--- config.mk ---
export PLATFORM = sky130hd
export DESIGN_NAME = tdm_slot_config_port
export DESIGN_NICKNAME = d
export VERILOG_FILES = /design/src/tdm_slot_pkg.sv /design/src/tdm_slot_config_port.sv
export SDC_FILE = /design/constraint.sdc
export NUM_CORES = 1
export LEC_CHECK = 0
export BUFFER_PORTS_ARGS = -buffer_cell sky130_fd_sc_hd__buf_4
export CELL_PAD_IN_SITES_DETAIL_PLACEMENT = 1
export CELL_PAD_IN_SITES_GLOBAL_PLACEMENT = 2
export CORE_MARGIN = 10
export CORE_UTILIZATION = 39
export CTS_BUF_LIST = sky130_fd_sc_hd__clkbuf_4 sky130_fd_sc_hd__clkbuf_8
export CTS_CLUSTER_DIAMETER = 120
export DETAILED_ROUTE_END_ITERATION = 6
export PLACE_DENSITY = 0.94
export SYNTH_ARGS = -nofsm -noshare
export SYNTH_HDL_FRONTEND = slang
export SYNTH_SLANG_ARGS = --single-unit
export TNS_END_PERCENT = 5
--- constraint.sdc ---
create_clock -name sys_clk -period 13.6 [get_ports sys_clk]
set_input_delay 1.36 -clock sys_clk [delete_from_list [all_inputs] [get_ports sys_clk]]
set_output_delay 1.36 -clock sys_clk [all_outputs]
set_load 0.005 [all_outputs]
--- src/tdm_slot_pkg.sv ---
// constants for the tdm slot configuration port: register indices,
// reset values, field positions and the fixed slot geometry.
// assumes a 32-bit apb slave with one register per aligned word.
package tdm_slot_pkg;

   // register indices; byte address is four times the index
   localparam logic [5:0] RX_EDGE_IDX = 6'h07;
   localparam logic [5:0] SENSE_CFG_IDX = 6'h08;
   localparam logic [5:0] RX_SLOT_IDX = 6'h09;
   localparam logic [5:0] TX_FMT_IDX = 6'h0a;
   localparam logic [5:0] V_SLOT_IDX = 6'h0b;
   localparam logic [5:0] I_SLOT_IDX = 6'h0c;
   localparam logic [5:0] B_SLOT_IDX = 6'h0d;
   localparam logic [5:0] T_SLOT_IDX = 6'h0e;
   localparam logic [5:0] G_SLOT_IDX = 6'h0f;
   localparam logic [5:0] STATUS_IDX = 6'h1f;

   // reset values
   localparam logic [7:0] RX_EDGE_RST = 8'h00;
   localparam logic [7:0] SENSE_CFG_RST = 8'h40;
   localparam logic [7:0] RX_SLOT_RST = 8'h10;
   localparam logic [7:0] TX_FMT_RST = 8'h13;
   localparam logic [7:0] V_SLOT_RST = 8'h02;
   localparam logic [7:0] I_SLOT_RST = 8'h00;
   localparam logic [7:0] B_SLOT_RST = 8'h04;
   localparam logic [7:0] T_SLOT_RST = 8'h05;
   localparam logic [7:0] G_SLOT_RST = 8'h06;

   // writable bits; reserved bits read as zero
   localparam logic [7:0] RX_EDGE_MASK = 8'h01;
   localparam logic [7:0] SENSE_CFG_MASK = 8'hc0;
   localparam logic [7:0] FULL_MASK = 8'hff;
   localparam logic [7:0] SLOT_MASK = 8'h7f;

   // field positions
   localparam int RX_RIGHT_HI = 7;
   localparam int RX_RIGHT_LO = 4;
   localparam int RX_LEFT_HI = 3;
   localparam int RX_LEFT_LO = 0;
   localparam int FMT_HALF_BIT = 7;
   localparam int FMT_HOLD_BIT = 6;
   localparam int FMT_KEEP_BIT = 5;
   localparam int FMT_FILL_BIT = 4;
   localparam int FMT_OFS_HI = 3;
   localparam int FMT_OFS_LO = 1;
   localparam int FMT_EDGE_BIT = 0;
   localparam int SEND_EN_BIT = 6;
   localparam int SLOT_HI = 5;
   localparam int SLOT_LO = 0;
   localparam int BAT_LEN_BIT = 7;
   localparam int SENSE_LEN_HI = 7;
   localparam int SENSE_LEN_LO = 6;
   localparam int RX_EDGE_BIT = 0;

   // transmitted quantities, lowest index wins on a slot clash
   localparam int NUM_TX = 5;
   localparam int Q_VOLT = 0;
   localparam int Q_CURR = 1;
   localparam int Q_BAT = 2;
   localparam int Q_TEMP = 3;
   localparam int Q_GAIN = 4;

   // slot geometry: 32 bit clocks per slot, 64 slots per frame
   localparam int POS_W = 11;
   localparam int BIT_W = 5;
   localparam logic [4:0] BIT_MSB = 5'h1f;
   localparam logic [10:0] POS_MAX = 11'h7ff;
   localparam logic [10:0] POS_ONE = 11'h001;
   localparam logic [10:0] RX_OFFSET = 11'h001;
   localparam logic [5:0] LEN8 = 6'h08;
   localparam logic [5:0] LEN16 = 6'h10;

   typedef enum logic [1:0] {
      TX_QUIET = 2'b00,
      TX_DATA = 2'b01,
      TX_KEEP = 2'b11
   } tx_state_e;

endpackage : tdm_slot_pkg

--- src/tdm_slot_config_port.sv ---
// tdm slot configuration port: apb registers, receive slot capture and
// transmit slot placement with keeper, fill, offset and launch edge.
// assumes the host drives bit clock and frame sync, frame start on a
// rising frame sync, and sense inputs stable on the system clock.
`timescale 1ns/1ps
`default_nettype none

module tdm_slot_config_port
   import tdm_slot_pkg::*;
(
   input wire logic sys_clk, // system clock, 25 MHz
   input wire logic sys_rst, // asynchronous reset, active high
   input wire logic [7:0] paddr, // apb byte address
   input wire logic psel, // apb select
   input wire logic penable, // apb access phase
   input wire logic pwrite, // apb write
   input wire logic [31:0] pwdata, // apb write data
   input wire logic [3:0] pstrb, // apb byte strobes
   output logic [31:0] prdata, // apb read data
   output logic pready, // apb ready
   output logic pslverr, // apb error, unmapped address
   input wire logic serialBitClock, // bit clock pin
   input wire logic frameSync, // frame sync pin
   input wire logic serialDataIn, // receive data pin
   output logic serialDataOut, // transmit data, output value
   output logic serialDataOutEn, // transmit data, output enable
   input wire logic [31:0] voltageSense, // speaker voltage sample
   input wire logic [31:0] currentSense, // speaker current sample
   input wire logic [15:0] batterySense, // battery voltage sample
   input wire logic [7:0] temperatureSense, // temperature sample
   input wire logic [7:0] gainReduction, // limiter gain reduction
   output logic [31:0] leftSample, // received left word
   output logic [31:0] rightSample, // received right word
   output logic leftValid, // pulse, new left word
   output logic rightValid // pulse, new right word
);

   typedef struct packed {
      logic [2:0] clkSync;
      logic [2:0] fsSync;
      logic [2:0] dinSync;
      logic clkF;
      logic fsF;
      logic dinF;
      logic clkPrev;
      logic fsPrev;
      logic frameSeen;
      logic [10:0] bitPos;
      logic [31:0] rxShift;
      logic [31:0] rxLeft;
      logic [31:0] rxRight;
      logic leftValid;
      logic rightValid;
      logic [7:0] rxEdge;
      logic [7:0] senseCfg;
      logic [7:0] rxSlot;
      logic [7:0] txFmt;
      logic [4:0][7:0] txSlot;
      logic [31:0] snapV;
      logic [31:0] snapI;
      logic [15:0] snapB;
      logic [7:0] snapT;
      logic [7:0] snapG;
      tx_state_e txState;
      logic lsbFlag;
      logic sdoutData;
      logic sdoutOe;
      logic pready;
      logic pslverr;
      logic [31:0] prdata;
   } state_s;

   state_s st;
   state_s next_st;

   function automatic logic [5:0] senseLen(input logic [1:0] code);
      return {1'b0, code, 3'b000} + LEN8;
   endfunction : senseLen

   function automatic logic isMapped(input logic [5:0] idx);
      return (idx >= RX_EDGE_IDX && idx <= G_SLOT_IDX) || idx == STATUS_IDX;
   endfunction : isMapped

   logic rise;
   logic fall;
   logic frameStart;
   logic [10:0] bitAfter;
   logic txFall;
   logic launch;
   logic opp;
   logic [10:0] launchPos;
   logic [10:0] txOfs;
   logic [10:0] txRel;
   logic txInFrame;
   logic rxEv;
   logic [10:0] rxPos;
   logic [10:0] rxRel;
   logic keepOn;
   logic fillHiZ;
   logic [5:0] idx;
   logic [NUM_TX-1:0] hit;
   logic [NUM_TX-1:0] qBit;
   logic [NUM_TX-1:0] qLsb;
   logic [31:0] qWord [NUM_TX];
   logic [5:0] qLen [NUM_TX];
   logic anyHit;

   // filtered pin levels lag the pins by four system clocks
   assign rise = st.clkF & ~st.clkPrev;
   assign fall = ~st.clkF & st.clkPrev;
   assign frameStart = rise & st.fsF & ~st.fsPrev;
   // saturate so an over-long frame never wraps onto slot zero
   assign bitAfter = frameStart ? '0 :
                     (st.bitPos == POS_MAX ? st.bitPos : st.bitPos + POS_ONE);

   assign txFall = st.txFmt[FMT_EDGE_BIT];
   assign launch = txFall ? fall : rise;
   assign opp = txFall ? rise : fall;
   // a rising launch sends the bit that this very edge opens
   assign launchPos = txFall ? st.bitPos : bitAfter;
   assign txOfs = {8'h00, st.txFmt[FMT_OFS_HI:FMT_OFS_LO]};
   assign txInFrame = (st.frameSeen | frameStart) && launchPos >= txOfs;
   assign txRel = launchPos - txOfs;
   assign keepOn = st.txFmt[FMT_KEEP_BIT];
   assign fillHiZ = st.txFmt[FMT_FILL_BIT];

   assign rxEv = st.rxEdge[RX_EDGE_BIT] ? fall : rise;
   assign rxPos = st.rxEdge[RX_EDGE_BIT] ? st.bitPos : bitAfter;
   assign rxRel = rxPos - RX_OFFSET;
   assign idx = paddr[7:2];

   // words are left justified; length picks how many msbs go out
   assign qWord[Q_VOLT] = st.snapV;
   assign qWord[Q_CURR] = st.snapI;
   assign qWord[Q_BAT] = {st.snapB, 16'h0000};
   assign qWord[Q_TEMP] = {st.snapT, 24'h00_0000};
   assign qWord[Q_GAIN] = {st.snapG, 24'h00_0000};
   assign qLen[Q_VOLT] =
      senseLen(st.senseCfg[SENSE_LEN_HI:SENSE_LEN_LO]);
   assign qLen[Q_CURR] =
      senseLen(st.senseCfg[SENSE_LEN_HI:SENSE_LEN_LO]);
   assign qLen[Q_BAT] = st.txSlot[Q_BAT][BAT_LEN_BIT] ? LEN16 : LEN8;
   assign qLen[Q_TEMP] = LEN8;
   assign qLen[Q_GAIN] = LEN8;

   for (genvar q = 0; q < NUM_TX; q++) begin : g_tx
      // enable and slot match per quantity
      assign hit[q] = txInFrame &&
                      st.txSlot[q][SEND_EN_BIT] &&
                      st.txSlot[q][SLOT_HI:SLOT_LO] == txRel[POS_W-1:BIT_W] &&
                      {1'b0, txRel[BIT_W-1:0]} < qLen[q];
      assign qBit[q] = qWord[q][BIT_MSB - txRel[BIT_W-1:0]];
      assign qLsb[q] = {1'b0, txRel[BIT_W-1:0]} == qLen[q] - 6'h01;
   end

   assign anyHit = |hit;

   always_comb begin
      logic selBit;
      logic selLsb;
      logic [7:0] rdByte;
      logic [7:0] wrByte;
      selBit = 1'b0;
      selLsb = 1'b0;
      rdByte = 8'h00;
      wrByte = pwdata[7:0];
      next_st = st;
      next_st.leftValid = 1'b0;
      next_st.rightValid = 1'b0;

      // three-stage synchronisers; a level counts once stages 2 and 3 agree
      next_st.clkSync = {st.clkSync[1:0], serialBitClock};
      next_st.fsSync = {st.fsSync[1:0], frameSync};
      next_st.dinSync = {st.dinSync[1:0], serialDataIn};
      if (st.clkSync[1] == st.clkSync[2]) begin
         next_st.clkF = st.clkSync[2];
      end
      if (st.fsSync[1] == st.fsSync[2]) begin
         next_st.fsF = st.fsSync[2];
      end
      if (st.dinSync[1] == st.dinSync[2]) begin
         next_st.dinF = st.dinSync[2];
      end
      next_st.clkPrev = st.clkF;

      if (rise) begin
         next_st.fsPrev = st.fsF;
         next_st.bitPos = bitAfter;
      end
      // sense words are frozen for the whole frame
      if (frameStart) begin
         next_st.frameSeen = 1'b1;
         next_st.snapV = voltageSense;
         next_st.snapI = currentSense;
         next_st.snapB = batterySense;
         next_st.snapT = temperatureSense;
         next_st.snapG = gainReduction;
      end

      // receive: one shifter serves both channels, msb first
      if (rxEv && st.frameSeen && rxPos >= RX_OFFSET) begin
         next_st.rxShift = {st.rxShift[30:0], st.dinF};
         if (rxRel[BIT_W-1:0] == BIT_MSB) begin
            if (rxRel[POS_W-1:BIT_W] ==
                {2'b00, st.rxSlot[RX_LEFT_HI:RX_LEFT_LO]}) begin
               next_st.rxLeft = {st.rxShift[30:0], st.dinF};
               next_st.leftValid = 1'b1;
            end
            if (rxRel[POS_W-1:BIT_W] ==
                {2'b00, st.rxSlot[RX_RIGHT_HI:RX_RIGHT_LO]}) begin
               next_st.rxRight = {st.rxShift[30:0], st.dinF};
               next_st.rightValid = 1'b1;
            end
         end
      end

      // transmit: lowest quantity index wins a clash the host should avoid
      for (int q = NUM_TX - 1; q >= 0; q--) begin
         if (hit[q]) begin
            selBit = qBit[q];
            selLsb = qLsb[q];
         end
      end
      if (launch) begin
         if (anyHit) begin
            next_st.sdoutData = selBit;
            next_st.sdoutOe = 1'b1;
            next_st.txState = TX_DATA;
            next_st.lsbFlag = selLsb;
         end else if (keepOn && ((st.txState == TX_DATA && st.lsbFlag) ||
                   (st.txState == TX_KEEP && st.txFmt[FMT_HOLD_BIT]))) begin
            next_st.sdoutOe = 1'b1;
            next_st.txState = TX_KEEP;
            next_st.lsbFlag = 1'b0;
         end else begin
            next_st.txState = TX_QUIET;
            next_st.lsbFlag = 1'b0;
            next_st.sdoutData = 1'b0;
            next_st.sdoutOe = st.frameSeen && !fillHiZ;
         end
      end else if (opp && st.txState == TX_DATA && st.lsbFlag &&
                   st.txFmt[FMT_HALF_BIT] && !keepOn) begin
         // half-cycle lsb: end the bit mid-cycle, then release the line or drive zero per fill
         next_st.lsbFlag = 1'b0;
         next_st.txState = TX_QUIET;
         next_st.sdoutData = 1'b0;
         next_st.sdoutOe = !fillHiZ;
      end

      // apb: answer prepared in setup, completes one cycle later
      case (idx)
         RX_EDGE_IDX: rdByte = st.rxEdge;
         SENSE_CFG_IDX: rdByte = st.senseCfg;
         RX_SLOT_IDX: rdByte = st.rxSlot;
         TX_FMT_IDX: rdByte = st.txFmt;
         V_SLOT_IDX: rdByte = st.txSlot[Q_VOLT];
         I_SLOT_IDX: rdByte = st.txSlot[Q_CURR];
         B_SLOT_IDX: rdByte = st.txSlot[Q_BAT];
         T_SLOT_IDX: rdByte = st.txSlot[Q_TEMP];
         G_SLOT_IDX: rdByte = st.txSlot[Q_GAIN];
         STATUS_IDX: rdByte = {st.frameSeen, 1'b0, st.bitPos[POS_W-1:BIT_W]};
         default: rdByte = 8'h00;
      endcase
      next_st.pready = 1'b0;
      next_st.pslverr = 1'b0;
      if (psel && !penable) begin
         next_st.pready = 1'b1;
         next_st.pslverr = !isMapped(idx);
         next_st.prdata = {24'h00_0000, rdByte};
      end
      if (psel && penable && st.pready && pwrite && pstrb[0] &&
          isMapped(idx)) begin
         case (idx)
            RX_EDGE_IDX: next_st.rxEdge = wrByte & RX_EDGE_MASK;
            SENSE_CFG_IDX: next_st.senseCfg = wrByte & SENSE_CFG_MASK;
            RX_SLOT_IDX: next_st.rxSlot = wrByte;
            TX_FMT_IDX: next_st.txFmt = wrByte;
            V_SLOT_IDX: next_st.txSlot[Q_VOLT] = wrByte & SLOT_MASK;
            I_SLOT_IDX: next_st.txSlot[Q_CURR] = wrByte & SLOT_MASK;
            B_SLOT_IDX: next_st.txSlot[Q_BAT] = wrByte & FULL_MASK;
            T_SLOT_IDX: next_st.txSlot[Q_TEMP] = wrByte & SLOT_MASK;
            G_SLOT_IDX: next_st.txSlot[Q_GAIN] = wrByte & SLOT_MASK;
            default: next_st.rxEdge = st.rxEdge;
         endcase
      end
   end

   always_ff @(posedge sys_clk or posedge sys_rst) begin
      if (sys_rst) begin
         st <= '0;
         st.rxEdge <= RX_EDGE_RST;
         st.senseCfg <= SENSE_CFG_RST;
         st.rxSlot <= RX_SLOT_RST;
         st.txFmt <= TX_FMT_RST;
         st.txSlot <= {G_SLOT_RST, T_SLOT_RST, B_SLOT_RST, I_SLOT_RST,
                       V_SLOT_RST};
         st.txState <= TX_QUIET;
      end else begin
         st <= next_st;
      end
   end

   assign prdata = st.prdata;
   assign pready = st.pready;
   assign pslverr = st.pslverr;
   assign serialDataOut = st.sdoutData;
   assign serialDataOutEn = st.sdoutOe;
   assign leftSample = st.rxLeft;
   assign rightSample = st.rxRight;
   assign leftValid = st.leftValid;
   assign rightValid = st.rightValid;
endmodule : tdm_slot_config_port

`default_nettype wire

Word-level counts from Yosys, hierarchy flattened
Cells that the tools add are included.
W data, S select, Z words.
{"block": "word_totals", "out_inout_bits": 102, "in_bits": 148, "register_bits": 289}
{"block": "op_classes", "muxes": 40, "magnitude_cmp": 8, "eq_ne": 28, "bitwise": 8, "n_reduce_logical": 53, "n_addsub": 7}
{"op": "$pmux W8 S10", "n": 1}
{"op": "$eq A6 B4 Y1 const B", "n": 8}
{"op": "$mux W11", "n": 4}
{"op": "$mux W34", "n": 1}
{"op": "$logic_and A1 B1 Y1", "n": 33}
{"op": "$eq A6 B6 Y1", "n": 5}
{"op": "$bmux W1 S5", "n": 5}
{"op": "$mux W1", "n": 22}
{"op": "$mux W5", "n": 4}
{"op": "$reduce_and A2 Y1", "n": 10}
{"op": "$eq A5 B6 Y1", "n": 2}
{"op": "$eq A6 B4 Y1", "n": 2}
{"op": "$add A11 B1 Y11 const B", "n": 1}
{"op": "$eq A11 B11 Y1 const B", "n": 1}
{"op": "$ge A11 B1 Y1 const B", "n": 1}
{"op": "$ge A11 B3 Y1", "n": 1}
{"op": "$sub A11 B1 Y11 const B", "n": 1}
{"op": "$sub A11 B3 Y11", "n": 1}
{"op": "$add A5 B4 Y6 const B", "n": 1}
{"op": "$eq A6 B3 Y1 const B", "n": 1}
{"op": "$eq A6 B5 Y1 const B", "n": 1}
{"op": "$ge A6 B3 Y1 const B", "n": 1}
{"op": "$le A6 B4 Y1 const B", "n": 1}
{"op": "$lt A5 B6 Y1", "n": 1}
{"op": "22 further kinds", "n": 35}

Depth between registers and ports, before layout
Gate-level depths: netlist of the first run.
{"block": "logic_depth", "depth_word": 18, "ltp_mapped": 23, "depth_no_buf": 21}

Worst setup path after synthesis of the first run
Ideal clock, no wire load.
{"block": "synth_path", "path_type": "register to register", "startpoint": "register st[306] in the netlist's numbering", "endpoint": "register st[36] in the netlist's numbering", "synth_period_minus_slack_ns": 4.791, "setup_slack_ns": 8.809, "setup_ns": 0.076, "path_stages_with_launch": 23, "required_ns": 13.524, "arrival_ns": 4.714, "cell_sequence": "dfrtp_1 > ha_1 > and3_1 > buf_6 > nand3_2 > buf_6 > o21ai_0 > mux2i_1 > ha_1 > fa_1 > nor2b_1 > nor2_1 > a22oi_1 > xor2_1 > inv_1 > ha_1 > nor2b_1 > nor3b_1 > nand4b_1 > nor4_4 > nor2_1 > a2111o_1 > o21ai_1"}
{"block": "synth_via", "elab_chain_cells": 16}
{"item": "start, declared", "line_no": "tdm_slot_config_port.sv:73", "rtl": "state_s st;"}
{"item": "start signal, assigned", "line_no": "tdm_slot_config_port.sv:299", "rtl": "st <= next_st;"}
{"item": "$add A11 B1 Y11 or $eq A11 B11 Y1 (tied branches)", "line_no": "tdm_slot_config_port.sv:114", "rtl": "(st.bitPos == POS_MAX ? st.bitPos : st.bitPos + POS_ONE);"}
{"item": "$mux W11", "line_no": "tdm_slot_config_port.sv:114"}
{"item": "$mux W11", "line_no": "tdm_slot_config_port.sv:113", "rtl": "assign bitAfter = frameStart ? '0 :"}
{"item": "$mux W11 *", "line_no": "tdm_slot_config_port.sv:120", "rtl": "assign launchPos = txFall ? st.bitPos : bitAfter;"}
{"item": "branches (longest 10 deep; another with $sub A11 B3 Y11)"}
{"item": "$mux W5 *", "line_no": "tdm_slot_config_port.sv:225", "rtl": "if (anyHit) begin"}
{"item": "$mux W5 *", "line_no": "tdm_slot_config_port.sv:224", "rtl": "if (launch) begin"}
Every way passes the cells marked *.
A chain may end at the register's enable or synchronous reset.

Worst setup path after layout of the first run
{"block": "layout_path", "startpoint": "register st[305] in the netlist's numbering", "endpoint": "register st[36] in the netlist's numbering"}
Same word-level chain as after synthesis.

==> impl_metrics.json, run 1 <==
{
  "status": "complete, no violations",
  "slew_violations": 0,
  "wl_per_cell_um": 20.4,
  "max_freq_mhz": 173,
  "regToRegEndpoint": "st[36]",
  "dp.cells": 1943,
  "max_cap_viol_count": 0,
  "tns_ns": 0,
  "fin_crit_ns": 5.77,
  "synth_top_area_frac": 0.467,
  "r2r_slack_ns": 7.83,
  "synthTopCellsByArea": "dfrtp_1, nand2_1, mux2_2",
  "synth_warnings": 0,
  "final_util": 0.460,
  "avgSynthCellArea_um2": 10.9,
  "cts.clk_slew.worst_paths_ns": 0.06,
  "tightest_slew_ns": 1.28,
  "holdWs_ns": 0.353,
  "worstHoldStart": "next_st[329]",
  "cp_max_fo": 11,
  "cp.arrival_ns": 6.30,
  "cp.required_ns": 14.13,
  "grt_start_max_net_pins": 179,
  "setup_viol": 0,
  "routabilityCongestion": 0.900,
  "crit_slowest_cell": "dfrtp_1",
  "finalHoldViolCount": 0,
  "drive_gt1_frac": 0.318,
  "hold-path-endpoint": "next_st[330]",
  "wirelength_um": 41600,
  "cts_buffer_depth": 3,
  "fp.dieH_um": 215,
  "setup.worst_path.class": "flop to flop",
  "synth_area_um2": 14900,
  "finalCritPeriodShare": 0.424,
  "multi_input_area_um2": 6670,
  "pre_cts_ws_ns": 7.88,
  "cts_resized": 0,
  "hold_buffers": 0,
  "die_area_um2": 46400,
  "async_flop_share": 1.00,
  "antenna_found_initial": 0,
  "layoutNonFillerInstCount": 2037,
  "fp.dieW_um": 215,
  "cts_setup_buffers": 0,
  "cp_slowest_stage_delay_ns": 0.54,
  "num_antenna_cells": 0,
  "timing.slew.headroom": 0.143,
  "clock_latency_ns": 0.63,
  "cp.buffers_inverters": 2,
  "drc_errors": 0,
  "port_buffers": 196,
  "vias_per_cell": 5.19,
  "min_path_cells": 0,
  "skew_ns": 0.0346,
  "drtPass1Iterations": 5,
  "cts_tree": "yes",
  "ys_seq_elements": 289,
  "grt_pass1_wl_um": 66800,
  "worstRegToRegCells": 21,
  "ys_seq_area_frac": 0.486,
  "track_usage": 0.178,
  "min_path_type": "flop to flop",
  "setup_ws_ns": 7.83,
  "startpoint_type": "flop",
  "grt_pass1_vias": 11800,
  "synth_commonest_cells": "nand2_1, dfrtp_1, mux2_2",
  "end_kind": "flop",
  "fp-row-count": 71,
  "ant_nets": 0,
  "coreArea_um2": 37700,
  "cp_cell_sequence": "ha_1 > and3_1 > nand3_2 > o21ai_0 > mux2i_1 > ha_2 > fa_1 > nor2b_1 > nor2_1 > a22oi_1 > xor2_1 > buf_4 > inv_1 > ha_1 > nor2b_1 > nor3b_1 > nand4b_1 > nor4_4 > nor2_1 > a2111o_1 > o21ai_1",
  "ios": 250,
  "root_buffer": "clkbuf_8",
  "area_delta_synth_final_pct": 16.2,
  "yosysMostFrequentCell": "nand2_1",
  "seq_area_um2": 7250,
  "yosysTopAreaCell": "dfrtp_1",
  "synthCells": 1367,
  "ir_worst_vdd_uv": 78.9,
  "crit_start": "st[305]",
  "gr-total-overflow": 0,
  "cts.htree.levels": 2,
  "p_per_area_nw_per_um2": 160,
  "ys_types": 96,
  "path_delay_family": "simple AND/OR/NAND/NOR gates",
  "cts_buffers": 50,
  "start_util": 0.396,
  "nNetsFinal": 1642,
  "leakagePower_nw": 8.50,
  "dp_hpwl_um": 30000,
  "drtIter0Drc": 585,
  "fillers": 4166,
  "clock-sinks": 289,
  "synth_edf_count": 0,
  "yosys_most_used_dff": "dfrtp_1",
  "r2r-start": "st[305]",
  "detailroute.via_count": 10600,
  "rsz0062_at_grt": "false"
}
cell usage in the layout (no fill, tap or decap), drive strengths merged, types with 5 or more instances in the layout:
master,instances
a211oi,7
a31oi,11
o22a,7
nand3,11
a22o,8
dfstp,11
nand2b,6
nor4,6
a41oi,5
buf,208
a221oi,8
dfrtp,278
mux2i,10
o21ai,24
nor3,20
conb,24
o22ai,8
a21o,8
ha,9
mux4,24
nor2b,10
clkbuf,84
nand2,333
clkinv,6
xor2,9
xnor3,8
or3,5
and2,7
mux2,150
a21oi,28
inv,23
nand4,10
nor2,38
and3,6
a22oi,15
xnor2,28
layout make-up:
| class | count | share of cell area |
|---|---|---|
| sequential | 289 | 0.418 |
| multi-input combinational | 914 | 0.385 |
| timing repair buffer | 208 | 0.0909 |
| clock buffer | 84 | 0.0588 |
| tap | 511 | 0.0369 |
| inverter | 21 | 0.00499 |
| clock inverter | 10 | 0.00491 |
worst register-to-register path, delay by kind of cell, from the launching register on:
| kind | cells | cell delay, ns |
|---|---|---|
| muxes | 1 | 0.15 |
| AOI/OAI and AO/OA | 4 | 1.05 |
| and+or+nand+nor | 9 | 2.23 |
| xor gates and xnor gates | 1 | 0.18 |
| buffers and inverters | 2 | 0.31 |
| adders and majority gates | 4 | 1.23 |
| DFF | 1 | 0.54 |
cells by family (layout without fill, tap and decap cells):
| logic type | Yosys count | in the layout | synth area share |
|---|---|---|---|
| xor gates and xnor gates | 45 | 45 | 0.0354 |
| muxes | 184 | 184 | 0.156 |
| AOI/OAI and AO/OA | 173 | 173 | 0.0893 |
| and+or+nand+nor | 475 | 475 | 0.145 |
| buffers and inverters | 187 | 323 | 0.0766 |
| DFF | 289 | 289 | 0.486 |
| other | 1 | 24 | 0.000252 |
| adders and majority gates | 13 | 13 | 0.0109 |
power by group:
part           leakage [nW]  internal, mW  total (mW)  switching (mW)
Clock                 0.594         0.492       0.859           0.366
Combinational          4.17         0.364       0.798           0.434
Sequential             3.74          1.01        1.11           0.102
flip-flops by register name, summed over array words and instances (netlist names):
register,count
pready,1
pslverr,1
st,106
prdata,8
fillHiZ,1
next_st,7
serialDataOutEn,1
keepOn,1
serialDataOut,1
rightSample,32
qWord,96
leftSample,32
rightValid,1
leftValid,1
through the flow:
step | area (um2) | total power [mW]
global route | 17300 | 2.96
floorplan | 15000 | 1.69
CTS | 17300 | 2.81
finish | 17300 | 2.77
global placement | 16200 | 1.90
detailed placement | 16200 | 1.93
worst max-delay path by stage:
stage                         to  slack, ns  cells past startpoint
after global placement    st[36]       8.01                     21
after floorplan           keepOn       4.28                      1
after CTS                 st[36]       7.84                     21
final                     st[36]       7.83                     21
after global routing      st[36]       7.40                     21
after detailed placement  st[36]       7.88                     21
layer usage:
layer,vias up,track usage,share of wire
li1,4900,-,-
met1,5355,0.231,0.45
met2,262,0.289,0.47
met3,53,0.0435,0.057
met4,0,0.0537,0.022
met5,-,0,0
Note: power is estimated with default switching activity, not from simulation.
==> run 2, diff against run 1 <==
Settings changed: CORE_UTILIZATION 39 to 38, PLACE_DENSITY 0.94 to 0.92.
Clock period 13.6 ns to 5.6 ns, I/O delays scaled along.
==> run 2 against run 1 <==
Net effect:
- sequential share of layout area decreased by 0.25 points
- critical endpoint unchanged
- sequential power increased by 140%
- cell area up 0.59%
- largest cell class unchanged
- worst hold slack worse by 0.30 ns
- wire length increased by 0.41%
- maximum frequency is 13% higher
- critical path depth shrank 1
- global-route usage fell by 0.49 points
- clock power is 140% higher
- via count grew 1.5%
==> impl_metrics.json, run 2 (same netlist as run 1, synthesis figures left out) <==
{
  "status": "complete, no violations",
  "wirelength_um": 41800,
  "routabilityCongestion": 0.897,
  "leakagePower_nw": 8.52,
  "startpoint_type": "flop",
  "top_register": "st",
  "area_delta_synth_final_pct": 16.9,
  "drtIter0Drc": 824,
  "cp.required_ns": 6.15,
  "cts_setup_buffers": 0,
  "fin_crit_ns": 5.10,
  "fp.dieH_um": 218,
  "fp.dieW_um": 218,
  "coreArea_um2": 38700,
  "clock_latency_ns": 0.65,
  "ios": 250,
  "cp_slowest_stage_delay_ns": 0.55,
  "cts_buffer_depth": 3,
  "cts.htree.levels": 2,
  "finalHoldViolCount": 0,
  "crit_slowest_cell": "dfrtp_1",
  "drc_errors": 0,
  "antenna_found_initial": 0,
  "max_cap_viol_count": 0,
  "slew_violations": 0,
  "cp.arrival_ns": 5.65,
  "grt_start_max_net_pins": 147,
  "drive_gt1_frac": 0.321,
  "min_path_type": "input port to flop",
  "cts.clk_slew.worst_paths_ns": 0.06,
  "tightest_slew_ns": 1.21,
  "start_util": 0.385,
  "grt_pass1_wl_um": 66000,
  "ant_nets": 0,
  "clock-sinks": 289,
  "setup_viol": 0,
  "max_freq_mhz": 196,
  "path_delay_family": "simple AND/OR/NAND/NOR gates",
  "p_per_area_nw_per_um2": 387,
  "gr-total-overflow": 0,
  "cp.buffers_inverters": 1,
  "pre_cts_ws_ns": 0.273,
  "vias_per_cell": 5.24,
  "cp_cell_sequence": "ha_1 > and3_2 > nand3_2 > o21ai_0 > mux2i_1 > ha_2 > fa_1 > nor2b_1 > nor2_1 > a22oi_1 > xor2_1 > inv_1 > ha_1 > nor2b_1 > nor3b_1 > nand4b_1 > nor4_4 > nor2_1 > a2111o_1 > o21ai_1",
  "largest_reg_flops": 106,
  "setup_ws_ns": 0.496,
  "total_power_mw": 6.74,
  "layout_common_cells": "nand2_1, dfrtp_1, buf_4",
  "grt_pass1_vias": 11600,
  "finalCritPeriodShare": 0.911,
  "cp_max_fo": 10,
  "layout_commonest_cell": "nand2_1",
  "end_kind": "flop",
  "cts_tree": "yes",
  "drtPass1Iterations": 5,
  "cts_buffers": 50,
  "timing.slew.headroom": 0.189,
  "port_buffers": 196,
  "die_area_um2": 47500,
  "setup.worst_path.class": "flop to flop",
  "rsz0062_at_grt": "false",
  "wl_per_cell_um": 20.4,
  "detailroute.via_count": 10700,
  "root_buffer": "clkbuf_8",
  "track_usage": 0.173,
  "fp-row-count": 72,
  "skew_ns": 0.0386,
  "dp_hpwl_um": 30200,
  "num_antenna_cells": 0,
  "nNetsFinal": 1651,
  "tns_ns": 0,
  "ir_worst_vdd_uv": 213
}
## run 2: changes by cell type in the layout (fill, tap and decap cells not counted), moves of 2 or more
cell           previous run  this run
clkbuf_4                 22        14
buf_4                   207       212
clkinvlp_4                1         4
buf_12                    1         3
clkbuf_8                 62        64
clkinv_2                  6         4
dlygate4sd3_1             0         2
## run 2: power breakdown
group / switching, mW / total (mW) / internal, mW
logic: 1.05 / 1.97 / 0.914
clock network: 0.891 / 2.06 / 1.17
registers: 0.254 / 2.71 / 2.45
## run 2: area by class of cell
| cell class | instances | area [um2] |
|---|---|---|
| clock buffer | 78 | 986 |
| clock inverter | 11 | 104 |
| fill | 4290 | 21300 |
| inverter | 21 | 82.6 |
| multi-input combinational | 914 | 6680 |
| sequential | 289 | 7250 |
| tap | 518 | 648 |
| timing repair buffer | 217 | 1670 |
## run 2: through the flow
stage          cell area [um2]  utilization  hold slack (ns)  instances
2_1_floorplan            15000            -            0.331       1390
3_3_place_gp             16300        0.421            0.336       1957
3_5_place_dp             16300        0.421            0.336       1957
4_1_cts                  17400        0.449          0.00973       2048
5_1_grt                  17400        0.450           0.0231       2048
6_report                 17400        0.450           0.0501       2048
## run 2: worst paths after layout
check,from,end,slack (ns),depth (start not counted)
max,st[305],st[36],0.50,20
min,frameSync,next_st[326],0.05,1
max reg2reg,st[305],st[36],0.50,20
min reg2reg,next_st[323],next_st[324],0.35,0
max in group asynchronous,sys_rst,st[172],4.13,4
min in group asynchronous,sys_rst,next_st[323],0.40,3
## run 2: what timing repair did
action | CTS | global route
hold buffers | 2 | 0
resized for setup | 0 | 2
setup endpoints to repair | 0 | 5
hold endpoints to repair | 2 | 0
## run 2: layer usage
metal / share of wire / track usage / up-vias / wire (um)
met4: 0.021 / 0.0544 / 0 / 867
met1: 0.44 / 0.220 / 5438 / 18200
met5: 0 / 0 / - / 0
met3: 0.067 / 0.0430 / 68 / 2820
li1: - / - / 4916 / -
met2: 0.48 / 0.284 / 303 / 19900
==> run 3, diff against run 2 <==
Settings changed: ABC_AREA set to 1, CORE_UTILIZATION 38 to 34, PLACE_DENSITY 0.92 to 0.91.
==> run 3 against run 2 <==
Net effect:
- setup slack gained 0.18 ns
- count of clock-buffer cells in the layout grew 6
- via count grew 19%
- critical path type unchanged
- critical endpoint is now serialDataOut
- highest routed layer unchanged
==> impl_metrics.json, run 3 <==
{
  "antenna_found_initial": 0,
  "wl_per_cell_um": 17.7,
  "vias_per_cell": 4.83,
  "synth_edf_count": 0,
  "crit_slowest_cell": "dfrtp_1",
  "track_usage": 0.174,
  "fp.dieW_um": 230,
  "detailroute.via_count": 12700,
  "cts_buffer_depth": 3,
  "cp_max_fo": 11,
  "status": "complete, no violations",
  "port_buffers": 196,
  "hold_buffers": 3,
  "num_antenna_cells": 0,
  "dp_hpwl_um": 34200,
  "drc_errors": 0,
  "ys_types": 51,
  "grt_pass1_wl_um": 74800,
  "synthCells": 1895,
  "layout_commonest_cell": "nand2_1",
  "ir_worst_vdd_uv": 192,
  "end_kind": "flop",
  "setup_ws_ns": 0.673,
  "gr-total-overflow": 0,
  "cts_tree": "yes",
  "slew_violations": 0,
  "drive_gt1_frac": 0.203,
  "nNetsFinal": 2169,
  "start_util": 0.347,
  "yosys_most_used_dff": "dfrtp_1",
  "area_delta_synth_final_pct": 16.9,
  "timing.slew.headroom": 0.131,
  "synthTopCellsByArea": "dfrtp_1, nand2_1, o21ai_0",
  "rsz0062_at_grt": "false",
  "leakagePower_nw": 8.60,
  "yosysTopAreaCell": "dfrtp_1",
  "fp-row-count": 76,
  "cp.arrival_ns": 5.44,
  "cts_buffers": 52,
  "synth_warnings": 0,
  "cp.required_ns": 6.11,
  "pre_cts_ws_ns": 0.682,
  "routabilityCongestion": 0.923,
  "cp_slowest_stage_delay_ns": 0.46,
  "max_freq_mhz": 203,
  "avgSynthCellArea_um2": 7.94,
  "yosysMostFrequentCell": "nand2_1",
  "wirelength_um": 46800,
  "layout_common_cells": "nand2_1, dfrtp_1, buf_4",
  "coreArea_um2": 43400,
  "cts_resized": 0,
  "async_flop_share": 1.00,
  "ios": 250,
  "cts.clk_slew.worst_paths_ns": 0.06,
  "fillers": 5378,
  "clock-sinks": 289,
  "fin_crit_ns": 4.93,
  "grt_pass1_vias": 13400,
  "synth_commonest_cells": "nand2_1, dfrtp_1, inv_1",
  "max_cap_viol_count": 0,
  "r2r_slack_ns": 0.67,
  "finalCritPeriodShare": 0.880,
  "ant_nets": 0,
  "skew_ns": 0.0268,
  "top_register": "st",
  "grt_start_max_net_pins": 125,
  "synth_top_area_frac": 0.463,
  "setup_viol": 0,
  "largest_reg_flops": 106,
  "tightest_slew_ns": 1.29,
  "clock_latency_ns": 0.63,
  "drtIter0Drc": 709,
  "p_per_area_nw_per_um2": 424,
  "die_area_um2": 53000,
  "cts.htree.levels": 2,
  "cts_setup_buffers": 0,
  "multi_input_area_um2": 6100,
  "min_path_type": "input port to flop",
  "ys_seq_area_frac": 0.482,
  "tns_ns": 0,
  "finalHoldViolCount": 0,
  "drtPass1Iterations": 4,
  "startpoint_type": "flop",
  "crit_path_frequent_cell": "nand2_1",
  "ys_seq_elements": 289,
  "root_buffer": "clkbuf_8",
  "seq_area_um2": 7250,
  "synth_area_um2": 15000,
  "fp.dieH_um": 230,
  "setup.worst_path.class": "flop to flop"
}
==> run 3: cell types whose count changed after synthesis, moves of 24 or more <==
cell	before	now
mux2_2	108	7
nor2_1	35	87
inv_1	20	163
o21ai_2	0	51
nand2_1	333	691
mux4_2	24	0
xnor2_1	25	1
o21ai_0	20	162
nand3_1	9	60
mux2_1	42	0
==> run 3: cells by family after synthesis <==
group | share of synthesized area
adders and majority gates | 0.0108
xor gates and xnor gates | 0.00582
AOI/OAI and AO/OA | 0.138
and+or+nand+nor | 0.239
buffers and inverters | 0.119
other | 0.000249
DFF | 0.482
muxes | 0.00524
==> run 3: worst max-delay path, delay by kind of cell, from the launching register on <==
family / cells / cell delay (ns)
AND/OR/NAND/NOR: 20 / 2.40
AO/OA/AOI/OAI: 3 / 0.51
adder cells (fa/ha/maj): 3 / 0.96
buffers and inverters: 4 / 0.48
flip-flops: 1 / 0.46
==> run 3: path summary, 6_finish.rpt <==
path | from | cells after the start | endpoint
setup / recovery | st[305] | 30 | serialDataOut
hold / removal | penable | 2 | pslverr
setup reg to reg | st[305] | 30 | serialDataOut
hold reg to reg | next_st[326] | 0 | next_st[327]
max in group asynchronous | sys_rst | 4 | qWord[30]
min in group asynchronous | sys_rst | 3 | st[297]
==> run 3: stage by stage <==
step | instances | power, mW | utilization | hold WS, ns | area [um2]
2_1_floorplan | 1918 | 4.41 | - | 0.331 | 15100
3_3_place_gp | 2539 | 5.16 | 0.377 | 0.338 | 16300
3_5_place_dp | 2539 | 5.24 | 0.377 | 0.339 | 16300
4_1_cts | 2640 | 7.58 | 0.405 | 0.0598 | 17600
5_1_grt | 2640 | 8.04 | 0.405 | 0.0736 | 17600
6_report | 2640 | 7.45 | 0.405 | 0.116 | 17600
==> run 3: area by class of cell <==
| type | instances | share of cell area |
|---|---|---|
| repair buffers | 216 | 0.0934 |
| clock buffers | 84 | 0.0601 |
| multi-input cells | 1284 | 0.347 |
| well taps | 585 | 0.0416 |
| inverters | 168 | 0.0361 |
| flip-flops and latches | 289 | 0.412 |
| clock inverters | 14 | 0.00911 |
==> run 3: where the power goes <==
group          switching, mW  internal, mW  total [mW]
logic                   1.68         0.849        2.53
registers              0.208          2.45        2.65
clock network          0.930          1.34        2.27
==> run 3: layer usage <==
layer / track usage / wire (um)
met3: 0.0500 / 3060
met5: 0 / 0
met2: 0.288 / 22200
met1: 0.221 / 20800
met4: 0.0403 / 737
